===== src/verilog/prsc_defines.vh =====
`ifndef PRSC_DEFINES_VH
`define PRSC_DEFINES_VH
// Register offsets on the byte-wide register port.
`define PRSC_ADDR_EXT_IRQ_FLAG  8'h91
`define PRSC_ADDR_POWER_MGMT    8'hC4
`define PRSC_ADDR_WATCHDOG_CTRL 8'hD8
`define PRSC_ADDR_IRQ_STATUS    8'hF0
`define PRSC_ADDR_IRQ_MASK      8'hF1
// Field positions.
`define PRSC_PMR_SEL_HI         7
`define PRSC_PMR_SEL_LO         6
`define PRSC_PMR_XTAL_OFF       3
`define PRSC_EXT_IRQ_FLAG_REG_XTAL_SEL      3
`define PRSC_EXT_IRQ_FLAG_REG_RING_ACTIVE   2
`define PRSC_WDC_POR_FLAG       6
`define PRSC_IRQ_POR            0
`define PRSC_IRQ_RATE           1
`define PRSC_IRQ_XTAL_UP        2
// Cycle-rate select codes.
`define PRSC_RATE_RSVD          2'h0
`define PRSC_RATE_DIV4          2'h1
`define PRSC_RATE_DIV64         2'h2
`define PRSC_RATE_DIV1024       2'h3
// Divider terminal counts, one less than the clocks per machine cycle.
`define PRSC_TERM_DIV4          10'h003
`define PRSC_TERM_DIV64         10'h03F
`define PRSC_TERM_DIV1024       10'h3FF
// Reset values and widths.
`define PRSC_CNT_ZERO           10'h000
`define PRSC_WARM_ZERO          17'h00000
`define PRSC_WARM_ONE           17'h00001
`define PRSC_BYTE_ZERO          8'h00
`define PRSC_IRQ_ZERO           3'h0
`define PRSC_RESET_VECTOR       16'h0000
`define PRSC_WARM_CYCLES        65536
`endif


===== src/verilog/prsc_power_reset.v =====
// Function
// - Hold CPU and all I/O in reset while supply is below threshold.
// - Drive active-low system reset output low while supply is below threshold.
// - After supply rises, enable crystal and count 65536 CPU clocks before release.
// - Then release system reset and core, program counter starting at 0000h.
// - On power-on reset set the power-on flag, bit 6 of watchdog control.
// - Power-on flag stays set until software clears it by a write.
// - By default each machine cycle takes 4 clocks of the selected source.
// - Slow clock mode runs the CPU at source divided by 64 or 1024.
// - Only a software write selects a reduced clock rate, never hardware.
// - In idle, peripherals keep running at the selected divisor, default four.
// - Software may switch to the ring oscillator, then turn off the crystal.
// - The ring oscillator source uses the same divisors 4, 64 and 1024.
// - Two-bit rate field: 00 reserved, 01 four, 10 sixty-four, 11 1024 clocks.
// - Read-only status bit shows 0 on crystal and 1 on ring oscillator.
//
// Implementation choices: the address map and strobed register access.
`include "prsc_defines.vh"
`default_nettype none
module prsc_power_reset #(
   parameter WARM_CYCLES = `PRSC_WARM_CYCLES
) (
   input  wire        i_clk,
   input  wire        i_rst_n,
   input  wire        i_supply_ok,
   input  wire        i_xtal_clk,
   input  wire        i_ring_clk,
   input  wire        i_idle,
   input  wire [7:0]  i_addr,
   input  wire [7:0]  i_wdata,
   input  wire        i_wr,
   input  wire        i_rd,
   output reg  [7:0]  o_rdata,
   output reg         o_supply_reset_out_n,
   output reg         o_core_rst_n,
   output wire [15:0] o_reset_vector,
   output reg         o_xtal_amp_en,
   output reg         o_cpu_cycle,
   output reg         o_periph_cycle,
   output wire        o_irq
);

   // The warm-up counters are seventeen bits wide, enough for the full warm-up length.
   localparam integer WARM_LAST = WARM_CYCLES - 1;
   localparam [16:0]  WARM_TERM = WARM_LAST[16:0];

   // Sequencer states, one-hot.
   localparam [2:0] ST_OFF  = 3'b001;
   localparam [2:0] ST_WARM = 3'b010;
   localparam [2:0] ST_RUN  = 3'b100;

   // Terminal count of the divider for a rate code; reserved acts as four.
   // The reserved code is never stored, so the fallback only guards an unreachable value.
   function [9:0] prsc_term;
      input [1:0] rate;
      begin
         if (rate == `PRSC_RATE_DIV64) begin
            prsc_term = `PRSC_TERM_DIV64;
         end else if (rate == `PRSC_RATE_DIV1024) begin
            prsc_term = `PRSC_TERM_DIV1024;
         end else begin
            prsc_term = `PRSC_TERM_DIV4;
         end
      end
   endfunction

   // Pin inputs pass three flops; a level counts once stages two and three agree.
   // A sample that disagrees with its neighbour may be metastable and is ignored.
   reg  [2:0] sync_s1;
   reg  [2:0] sync_s2;
   reg  [2:0] sync_s3;
   reg  [2:0] level;
   wire [2:0] pin_in = {i_ring_clk, i_xtal_clk, i_supply_ok};
   genvar g;
   generate
      for (g = 0; g < 3; g = g + 1) begin : g_sync
         always @(posedge i_clk) begin
            if (!i_rst_n) begin
               sync_s1[g] <= 1'b0;
               sync_s2[g] <= 1'b0;
               sync_s3[g] <= 1'b0;
               level[g]   <= 1'b0;
            end else begin
               sync_s1[g] <= pin_in[g];
               sync_s2[g] <= sync_s1[g];
               sync_s3[g] <= sync_s2[g];
               if (sync_s2[g] == sync_s3[g]) begin
                  level[g] <= sync_s3[g];
               end
            end
         end
      end
   endgenerate

   wire supply_ok = level[0];
   reg  xtal_lvl_d;
   reg  ring_lvl_d;
   wire xtal_tick = level[1] & ~xtal_lvl_d;
   wire ring_tick = level[2] & ~ring_lvl_d;

   // The supply monitor acts as a reset of its own on all control state.
   // Software therefore finds reset values in every register after a brownout.
   wire hold_rst = !i_rst_n || !supply_ok;

   reg  [2:0]  state;
   reg  [16:0] warm_cnt;
   reg  [9:0]  div_cnt;
   reg  [1:0]  rate_cur;
   reg  [1:0]  rate_req;
   reg         ring_cur;
   reg         xtal_sel;
   reg         xtal_off;
   reg         xtal_up;
   reg  [16:0] xwarm_cnt;
   reg         por_flag;
   reg  [2:0]  irq_status;
   reg  [2:0]  irq_mask;

   wire src_tick = ring_cur ? ring_tick : xtal_tick;
   wire boundary = src_tick && (div_cnt == prsc_term(rate_cur));

   // Edge history of the oscillator levels.
   // Both copies reset low like the levels they follow, so no false edge follows reset.
   always @(posedge i_clk) begin
      if (!i_rst_n) begin
         xtal_lvl_d <= 1'b0;
         ring_lvl_d <= 1'b0;
      end else begin
         xtal_lvl_d <= level[1];
         ring_lvl_d <= level[2];
      end
   end

   // Power-up sequencer: warm-up counts crystal clocks, which is the CPU clock in reset.
   // Release falls on an oscillator edge, so the first machine cycle is a whole one.
   always @(posedge i_clk) begin
      if (hold_rst) begin
         state                <= ST_OFF;
         warm_cnt             <= `PRSC_WARM_ZERO;
         o_supply_reset_out_n <= 1'b0;
         o_core_rst_n         <= 1'b0;
      end else begin
         case (state)
            ST_OFF: begin
               state <= ST_WARM;
            end
            ST_WARM: begin
               if (xtal_tick) begin
                  if (warm_cnt == WARM_TERM) begin
                     state                <= ST_RUN;
                     o_supply_reset_out_n <= 1'b1;
                     o_core_rst_n         <= 1'b1;
                  end else begin
                     warm_cnt <= warm_cnt + `PRSC_WARM_ONE;
                  end
               end
            end
            ST_RUN: begin
               state <= ST_RUN;
            end
            default: begin
               state <= ST_OFF;
            end
         endcase
      end
   end

   assign o_reset_vector = `PRSC_RESET_VECTOR;

   wire running  = (state == ST_RUN);
   wire release_ev = (state == ST_WARM) && xtal_tick && (warm_cnt == WARM_TERM);

   // Register write decode.
   wire wr_pmr  = i_wr && (i_addr == `PRSC_ADDR_POWER_MGMT);
   wire wr_ext_irq_flag_reg = i_wr && (i_addr == `PRSC_ADDR_EXT_IRQ_FLAG);
   wire wr_wdc  = i_wr && (i_addr == `PRSC_ADDR_WATCHDOG_CTRL);
   wire wr_ist  = i_wr && (i_addr == `PRSC_ADDR_IRQ_STATUS);
   wire wr_imk  = i_wr && (i_addr == `PRSC_ADDR_IRQ_MASK);
   wire [1:0] wr_rate = {i_wdata[`PRSC_PMR_SEL_HI], i_wdata[`PRSC_PMR_SEL_LO]};

   // Slow rates may only be entered from the four-clock rate; the reserved code is dropped.
   // Software must step back to four clocks before choosing the other slow rate.
   wire rate_ok = (wr_rate != `PRSC_RATE_RSVD) &&
                  ((wr_rate == `PRSC_RATE_DIV4) || (rate_cur == `PRSC_RATE_DIV4));

   // Rate select: only a software write changes the request.
   // A refused write leaves the old request in place and gives no indication.
   always @(posedge i_clk) begin
      if (hold_rst) begin
         rate_req <= `PRSC_RATE_DIV4;
      end else if (wr_pmr && rate_ok) begin
         rate_req <= wr_rate;
      end
   end

   // Crystal amplifier control; turning it off needs the ring selected.
   // Stopping the amplifier while it still clocks the core would freeze the divider.
   always @(posedge i_clk) begin
      if (hold_rst) begin
         xtal_off <= 1'b0;
      end else if (wr_pmr) begin
         if (!i_wdata[`PRSC_PMR_XTAL_OFF]) begin
            xtal_off <= 1'b0;
         end else if (!xtal_sel && ring_cur) begin
            xtal_off <= 1'b1;
         end
      end
   end

   always @(posedge i_clk) begin
      if (hold_rst) begin
         o_xtal_amp_en <= 1'b1;
      end else begin
         o_xtal_amp_en <= !xtal_off;
      end
   end

   // Crystal warm-up after a restart; the crystal is known good once the core runs.
   // The count starts again from zero each time the amplifier is stopped.
   always @(posedge i_clk) begin
      if (hold_rst) begin
         xtal_up   <= 1'b0;
         xwarm_cnt <= `PRSC_WARM_ZERO;
      end else if (xtal_off) begin
         xtal_up   <= 1'b0;
         xwarm_cnt <= `PRSC_WARM_ZERO;
      end else if (release_ev) begin
         xtal_up <= 1'b1;
      end else if (running && !xtal_up && xtal_tick) begin
         if (xwarm_cnt == WARM_TERM) begin
            xtal_up <= 1'b1;
         end else begin
            xwarm_cnt <= xwarm_cnt + `PRSC_WARM_ONE;
         end
      end
   end

   // Source select; a return to the crystal is refused until it has warmed up.
   // Without this guard the core could be moved onto a crystal that has not settled.
   always @(posedge i_clk) begin
      if (hold_rst) begin
         xtal_sel <= 1'b1;
      end else if (wr_ext_irq_flag_reg) begin
         if (!i_wdata[`PRSC_EXT_IRQ_FLAG_REG_XTAL_SEL]) begin
            xtal_sel <= 1'b0;
         end else if (xtal_up) begin
            xtal_sel <= 1'b1;
         end
      end
   end

   // Divider: rate and source are swapped only on the last clock of a machine cycle,
   // so the CPU never sees a short cycle while the selection changes.
   // Idle gates only the core pulse; peripherals keep their cadence.
   always @(posedge i_clk) begin
      if (hold_rst) begin
         div_cnt        <= `PRSC_CNT_ZERO;
         rate_cur       <= `PRSC_RATE_DIV4;
         ring_cur       <= 1'b0;
         o_cpu_cycle    <= 1'b0;
         o_periph_cycle <= 1'b0;
      end else begin
         o_cpu_cycle    <= boundary && running && !i_idle;
         o_periph_cycle <= boundary && running;
         if (boundary) begin
            div_cnt  <= `PRSC_CNT_ZERO;
            rate_cur <= rate_req;
            ring_cur <= !xtal_sel;
         end else if (src_tick) begin
            div_cnt <= div_cnt + 10'h001;
         end
      end
   end

   // The rate event marks the boundary at which a new rate is applied, not the write.
   wire rate_ev = boundary && (rate_cur != rate_req);

   // Power-on flag: set at release, cleared by writing its bit to zero.
   // Writing a one leaves the flag alone, so rewriting other bits cannot lose it.
   always @(posedge i_clk) begin
      if (hold_rst) begin
         por_flag <= 1'b0;
      end else if (release_ev) begin
         por_flag <= 1'b1;
      end else if (wr_wdc && !i_wdata[`PRSC_WDC_POR_FLAG]) begin
         por_flag <= 1'b0;
      end
   end

   // Sticky interrupt status; an event in the clearing cycle wins over the clear.
   // Status and mask share one layout, so the interrupt is a plain masked OR.
   wire [2:0] irq_set;
   assign irq_set[`PRSC_IRQ_POR]     = release_ev;
   assign irq_set[`PRSC_IRQ_RATE]    = rate_ev;
   assign irq_set[`PRSC_IRQ_XTAL_UP] = running && !xtal_up && xtal_tick &&
                                       !xtal_off && (xwarm_cnt == WARM_TERM);
   wire [2:0] irq_clr = wr_ist ? i_wdata[2:0] : `PRSC_IRQ_ZERO;

   always @(posedge i_clk) begin
      if (hold_rst) begin
         irq_status <= `PRSC_IRQ_ZERO;
         irq_mask   <= `PRSC_IRQ_ZERO;
      end else begin
         irq_status <= (irq_status & ~irq_clr) | irq_set;
         if (wr_imk) begin
            irq_mask <= i_wdata[2:0];
         end
      end
   end

   assign o_irq = |(irq_status & irq_mask);

   // Read mux; reserved bits and unmapped addresses read zero.
   // Reads have no side effects, so a stray read cannot lose an event.
   reg [7:0] rd_val;
   always @* begin
      rd_val = `PRSC_BYTE_ZERO;
      if (i_addr == `PRSC_ADDR_POWER_MGMT) begin
         rd_val[`PRSC_PMR_SEL_HI]   = rate_req[1];
         rd_val[`PRSC_PMR_SEL_LO]   = rate_req[0];
         rd_val[`PRSC_PMR_XTAL_OFF] = xtal_off;
      end else if (i_addr == `PRSC_ADDR_EXT_IRQ_FLAG) begin
         rd_val[`PRSC_EXT_IRQ_FLAG_REG_XTAL_SEL]   = xtal_sel;
         rd_val[`PRSC_EXT_IRQ_FLAG_REG_RING_ACTIVE] = ring_cur;
      end else if (i_addr == `PRSC_ADDR_WATCHDOG_CTRL) begin
         rd_val[`PRSC_WDC_POR_FLAG] = por_flag;
      end else if (i_addr == `PRSC_ADDR_IRQ_STATUS) begin
         rd_val[2:0] = irq_status;
      end else if (i_addr == `PRSC_ADDR_IRQ_MASK) begin
         rd_val[2:0] = irq_mask;
      end
   end

   // Read data stands for one cycle after the strobe and is zero otherwise.
   // Returning zero between reads keeps an OR of several read buses simple.
   always @(posedge i_clk) begin
      if (!i_rst_n) begin
         o_rdata <= `PRSC_BYTE_ZERO;
      end else if (i_rd) begin
         o_rdata <= rd_val;
      end else begin
         o_rdata <= `PRSC_BYTE_ZERO;
      end
   end

endmodule
`default_nettype wire


===== config.mk =====
export PLATFORM = sky130hd
export DESIGN_NAME = prsc_power_reset
export DESIGN_NICKNAME = d
export VERILOG_FILES = /design/src/verilog/prsc_power_reset.v
export VERILOG_INCLUDE_DIRS = /design/src /design/src/verilog
export SDC_FILE = /design/constraint.sdc
export NUM_CORES = 1
export LEC_CHECK = 0
export ABC_CLOCK_PERIOD_IN_PS = 2700
export BUFFER_PORTS_ARGS = -buffer_cell sky130_fd_sc_hd__buf_2
export CAP_MARGIN = 40
export CORE_ASPECT_RATIO = 1.75
export CORE_MARGIN = 5
export CORE_UTILIZATION = 57
export DETAILED_ROUTE_END_ITERATION = 7
export PLACE_DENSITY = 0.79
export SYNTH_ARGS = -nofsm -noshare
export SYNTH_HDL_FRONTEND = slang
export SYNTH_SLANG_ARGS = --single-unit

===== constraint.sdc =====
create_clock -name i_clk -period 2.7 [get_ports i_clk]
set_input_delay 0.54 -clock i_clk [delete_from_list [all_inputs] [get_ports i_clk]]
set_output_delay 0.54 -clock i_clk [all_outputs]
set_load 0.03 [all_outputs]

Word level (Yosys, flattened, before mapping)
Index checks and enable logic that the tools add are counted.
{"block": "totals", "input_bits": 24, "regBits": 88, "out_inout_bits": 30}
{"block": "classes", "add_sub_neg": 3, "n_reduce_logical": 46, "mux": 25, "bitwise_logic": 13, "eq_ne": 23}
{"op": "equality test 8 bit, second input constant", "n": 5}
{"op": "adder 17 x 1 -> 17 bit, second input constant", "n": 2}
{"op": "equality test 17 x 16 -> 1 bit, second input constant", "n": 2}
{"op": "two-way mux 10 bit", "n": 2}
{"op": "logical AND 1 bit", "n": 19}
{"op": "two-way mux 3 bit", "n": 6}
{"op": "two-way mux 1 bit", "n": 16}
{"op": "AND reduction 3 bit", "n": 4}
{"op": "adder 10 x 1 -> 10 bit, second input constant", "n": 1}
{"op": "equality test 10 bit", "n": 1}
{"op": "AND reduction 2 bit", "n": 5}
{"op": "one-hot mux 3 bit (3 select lines)", "n": 1}
{"op": "nonzero test 2 bit", "n": 4}
{"op": "zero test 1 bit", "n": 7}
{"op": "inverter 1 bit", "n": 7}
{"op": "bitwise AND 3 bit", "n": 2}
{"op": "OR reduction 3 bit", "n": 2}
{"op": "OR reduction 5 bit", "n": 1}
{"op": "equality test 2 x 1 -> 1 bit, second input constant", "n": 2}
{"op": "equality test 2 bit, second input constant", "n": 2}
{"op": "!= test 2 x 1 -> 1 bit, second input constant", "n": 2}
{"op": "!= test 2 bit, second input constant", "n": 2}
{"op": "OR reduction 2 bit", "n": 2}
{"op": "equality test 1 bit", "n": 3}
{"op": "8 further kinds", "n": 10}

Longest topological paths before layout
{"block": "logic_depth", "word_depth": 7, "mapped_depth": 9, "mapped_depth_nobuf": 8}

Worst setup path after synthesis
OpenSTA, ideal clock, no wires.
{"block": "synth_path", "path_type": "reg2reg", "start": "register warm_cnt[5]", "end": "register warm_cnt[13]", "t_required_ps": 2630, "slack_ps": 333, "stages_incl_launch_ff": 10, "setup_time_ps": 70, "arrival_time_ps": 2297, "path_buffers": 2, "path_cell_list": "dfxtp_1 -> nand4_1 -> clkbuf_1 -> nor3_1 -> ha_1 -> nor4b_1 -> nand4_1 -> clkbuf_1 -> or4_1 -> a21oi_1"}
{"block": "synth_via", "elab_chain_cells": 3}
{"element": "start, declared", "line": "prsc_power_reset.v:106", "text": "reg [16:0] warm_cnt;"}
{"element": "start signal, assigned", "line": "prsc_power_reset.v:139", "text": "warm_cnt <= `PRSC_WARM_ZERO;"}
{"element": "start signal, assigned", "line": "prsc_power_reset.v:154", "text": "warm_cnt <= warm_cnt + `PRSC_WARM_ONE;"}
{"element": "parallel branches: the longest is 3 deep, another holds adder 17 x 1 -> 17 bit"}
Several ways; the timed one is not identified.
A chain may end at the register's enable or synchronous reset.

Worst setup path after layout
{"block": "layout_path", "start": "register xwarm_cnt[4]", "end": "register xwarm_cnt[13]"}
{"block": "layout_via", "elab_chain_cells": 3}
{"element": "start, declared", "line": "prsc_power_reset.v:114", "text": "reg [16:0] xwarm_cnt;"}
{"element": "start signal, assigned", "line": "prsc_power_reset.v:223", "text": "xwarm_cnt <= `PRSC_WARM_ZERO;"}
{"element": "start signal, assigned", "line": "prsc_power_reset.v:226", "text": "xwarm_cnt <= `PRSC_WARM_ZERO;"}
{"element": "start signal, assigned", "line": "prsc_power_reset.v:233", "text": "xwarm_cnt <= xwarm_cnt + `PRSC_WARM_ONE;"}
{"element": "parallel branches: the longest is 3 deep, another holds adder 17 x 1 -> 17 bit"}
Several ways; the timed one is not identified.

==> summary.md <==
| Metric | Value |
|---|---|
| Psw | between 0.5 and 0.6 mW |
| CTS tree | built |
| Period Utilization, post-route | 0.909 |
| Filler instances | 572 |
| DR WL/cell | 15.0 µm |
| Mux share of post-synthesis cell area | 0.0285 |
| Final Setup Violations | 0 |
| Vias in the first global route | 3298 |
| DP HPWL | slightly below 6 mm |
| Clock share of power | 0.536 |
| Achievable frequency | 408 MHz |
| Worst IR Drop VDD | 0.465 mV |
| Area of the multi-input gates | approximately 2000 µm² |
| Height of the die | roughly 120 µm |
| Hold Vio Cnt, Final | 0 |
| Grt ovf | 0 |
| Synth Instances | approximately 440 |
| Slew HR | 0.529 |
| Top cells by count, synth | dfxtp_1, nor2_1, nand2_1 |
| Sum Neg Setup Slack | 0 ns |
| First-iteration detailed-routing DRC count | approximately 180 |
| CTS clk-pin slew, worst paths | 0.06 ns |
| Overall routed net length | approximately 8.5 mm |
| Worst Hold Class | in2reg |
| Synth Area in Simple Gates | 0.266 |
| Die Span X | 72.6 µm |
| Total die area | a little under 9000 µm² |
| Slew Viols, Final | 0 |
| WP data required | 2.94 ns |
| Worst setup EP type | flop |
| Synth cell types | 55 |
| Leakage | roughly 1.6 nW |
| Number of synthesized flops with an enable pin | 0 |
| Storage cell area | 1720 µm² |
| Clock Tree Root | clkbuf_16 |
| CP Class | reg2reg |
| Port bufs | 33 |
| Most common cell in the netlist | dfxtp_1 |
| Worst R2R Setup Slack | between 0.2 and 0.25 ns |
| Sequential Power Share | 0.437 |
| Internal power | ~2.4 mW |
| Synth top area cells | dfxtp_1, buf_4, a21oi_1 |
| Via count | 3280 |
| Status | finished, final reports clean |
| Ys flop type | dfxtp_1 |
| Synth warn | 0 |
| Fin nets | about 500 |
| Sinks on Clock Net | 86 |
| Hold slack | 0.369 ns |
| Combinational family with the most area after synthesis | simple AND/OR/NAND/NOR gates |
| Compound-gate portion of the synthesized area | 0.145 |
| Site Rows | 40 |
| Sw Ratio | 0.184 |
| Register area share after synthesis | 0.441 |
| Synthesized area | 3900 µm² |
| ANT cells | 0 |
| Layout cells sized above 1 | 0.136 |
| Placer Congestion | roughly 0.83 |
| Pin count of the biggest net entering global routing | 37 |
| First-pass GRT wire length | around 14 mm |
| CP Launch Type | flop |
| DRC Markers | 0 |
| Postcts setup bufs | 0 |
| Worst-path maximum fanout | 13 |
| Number of detailed-route iterations in the first pass | 4 |
| Synthesis-stage register bit count | 86 |
| Slew @ Worst Pin | slightly above 0.7 ns |
| Max Root-Sink Buffers | 2 |
| ANT nets after route | 0 |
| Gate power share | 0.026 |
| Synth Area in XOR/XNOR | 0.0381 |
| GR Util All Layers | 0.205 |
| Worst Path Arrival | ~2.7 ns |
| Avg Inst Size Synth | between 8 and 9 µm² |
| RSZ-0062 raised after global routing | false |
| Max cap viols | 0 |
| Via/cell ratio | a little under 6 |
| Async S/R FF share, synth | 0 |
| Minimum clock period | about 2.5 ns |
| Area share of fa/ha/maj cells after synthesis | 0.0160 |
| IO Count | 54 |
| CTS buffer count | 9 |
| Top cell type's share of synthesized area | 0.441 |
| Clock latency on the worst-skew pair | approximately 0.34 ns |
| H-tree levels | 3 |
| Initial antenna violation count | 0 |
| Synth area leader | dfxtp_1 |
| Initial Utilization | 0.578 |
| Power per cell area | 650 nW/µm² |
| Worst Skew | 0.00521 ns |
| Area Growth Syn to Fin | 15.1% |
| Core ar. | 6760 µm² |
## layout by cell type, fill, tap and decap left out, types with 4 or more instances in the layout
master	instances
conb_1	18
or4_1	10
dfxtp_1	86
mux2i_1	10
o31ai_1	9
and2_1	15
a21oi_1	26
o21ai_0	23
o2111ai_1	6
xor2_1	7
clkbuf_16	9
nand2_1	27
or3_1	13
inv_1	10
a211oi_1	4
nor2_1	33
and4_1	5
a22oi_1	4
nand3_1	18
nor3_1	21
ha_1	5
and3_1	4
bufinv_16	5
nand4_1	11
buf_2	33
buf_4	8
xnor2_1	10
## cells by family after synthesis
group                      count (synthesis)
and+or+nand+nor                          184
AOI/OAI and AO/OA                         89
DFF                                       86
buffers and inverters                     46
xor gates and xnor gates                  17
muxes                                     11
adders and majority gates                  5
other                                      1
## per-stage QoR
step,util,std cells,worst slack [ns],power (mW),instance area (µm²)
2_1_floorplan,-,456,0.333,1.37,3970
3_3_place_gp,0.607,546,0.288,1.38,4100
3_5_place_dp,0.607,546,0.214,1.38,4100
4_1_cts,0.664,562,0.188,2.94,4490
5_1_grt,0.665,562,0.0202,3.00,4490
6_report,0.665,562,0.246,2.92,4490
## cell type report
class	instances	area share
clock inverters	7	0.0356
clock buffers	9	0.0501
multi-input cells	324	0.445
well taps	84	0.0234
inverters	10	0.00835
repair buffers	42	0.0546
flip-flops and latches	86	0.383
## sequential cells by signal, indices dropped and copies added (netlist names), 6 cells and up
name and count:
xwarm_cnt 17, o_rdata 6, warm_cnt 17, div_cnt 10
## path summary, 6_finish.rpt
path / cells past startpoint / endpoint / startpoint
setup / recovery: 7 / xwarm_cnt[13]$_SDFFE_PP0P_ / xwarm_cnt[4]$_SDFFE_PP0P_
hold / removal: 2 / o_cpu_cycle$_SDFF_PP0_ / i_idle
setup reg to reg: 7 / xwarm_cnt[13]$_SDFFE_PP0P_ / xwarm_cnt[4]$_SDFFE_PP0P_
hold reg to reg: 1 / sync_s2[1]$_SDFF_PN0_ / sync_s1[1]$_SDFF_PN0_
## per-layer routing
| layer | vias to the layer above | wire (µm) | global-route usage |
|---|---|---|---|
| met1 | 1561 | 3070 | 0.206 |
| met2 | 68 | 4870 | 0.378 |
| met4 | 0 | 162 | 0.110 |
| met5 | - | 0 | 0 |
| met3 | 16 | 353 | 0.0380 |
| li1 | 1635 | - | - |
## timing repair
| action | in CTS | in global routing |
|---|---|---|
| endpoints found under the setup margin | 0 | 2 |
| hold buffers | 0 | 0 |
| gates resized for setup | 0 | 1 |
## power by group through the flow
stage | sequential (mW) | combinational (mW) | clock (mW)
floorplan | 1.30 | 0.0708 | 0
global placement | 1.30 | 0.0734 | 0
detailed placement | 1.30 | 0.0748 | 0
CTS | 1.28 | 0.0753 | 1.59
global route | 1.28 | 0.0820 | 1.65
finish | 1.28 | 0.0766 | 1.57
## worst max-delay path, stage by stage, from the launching register on
cell     delay [ns]
dfxtp_1        0.35
and4_1         0.24
nand4_1        0.19
nor3_1         0.09
ha_1           0.24
or4_4          0.64
or4_1          0.42
a21oi_1        0.19
No activity file was read; power rests on OpenSTA's default activity.
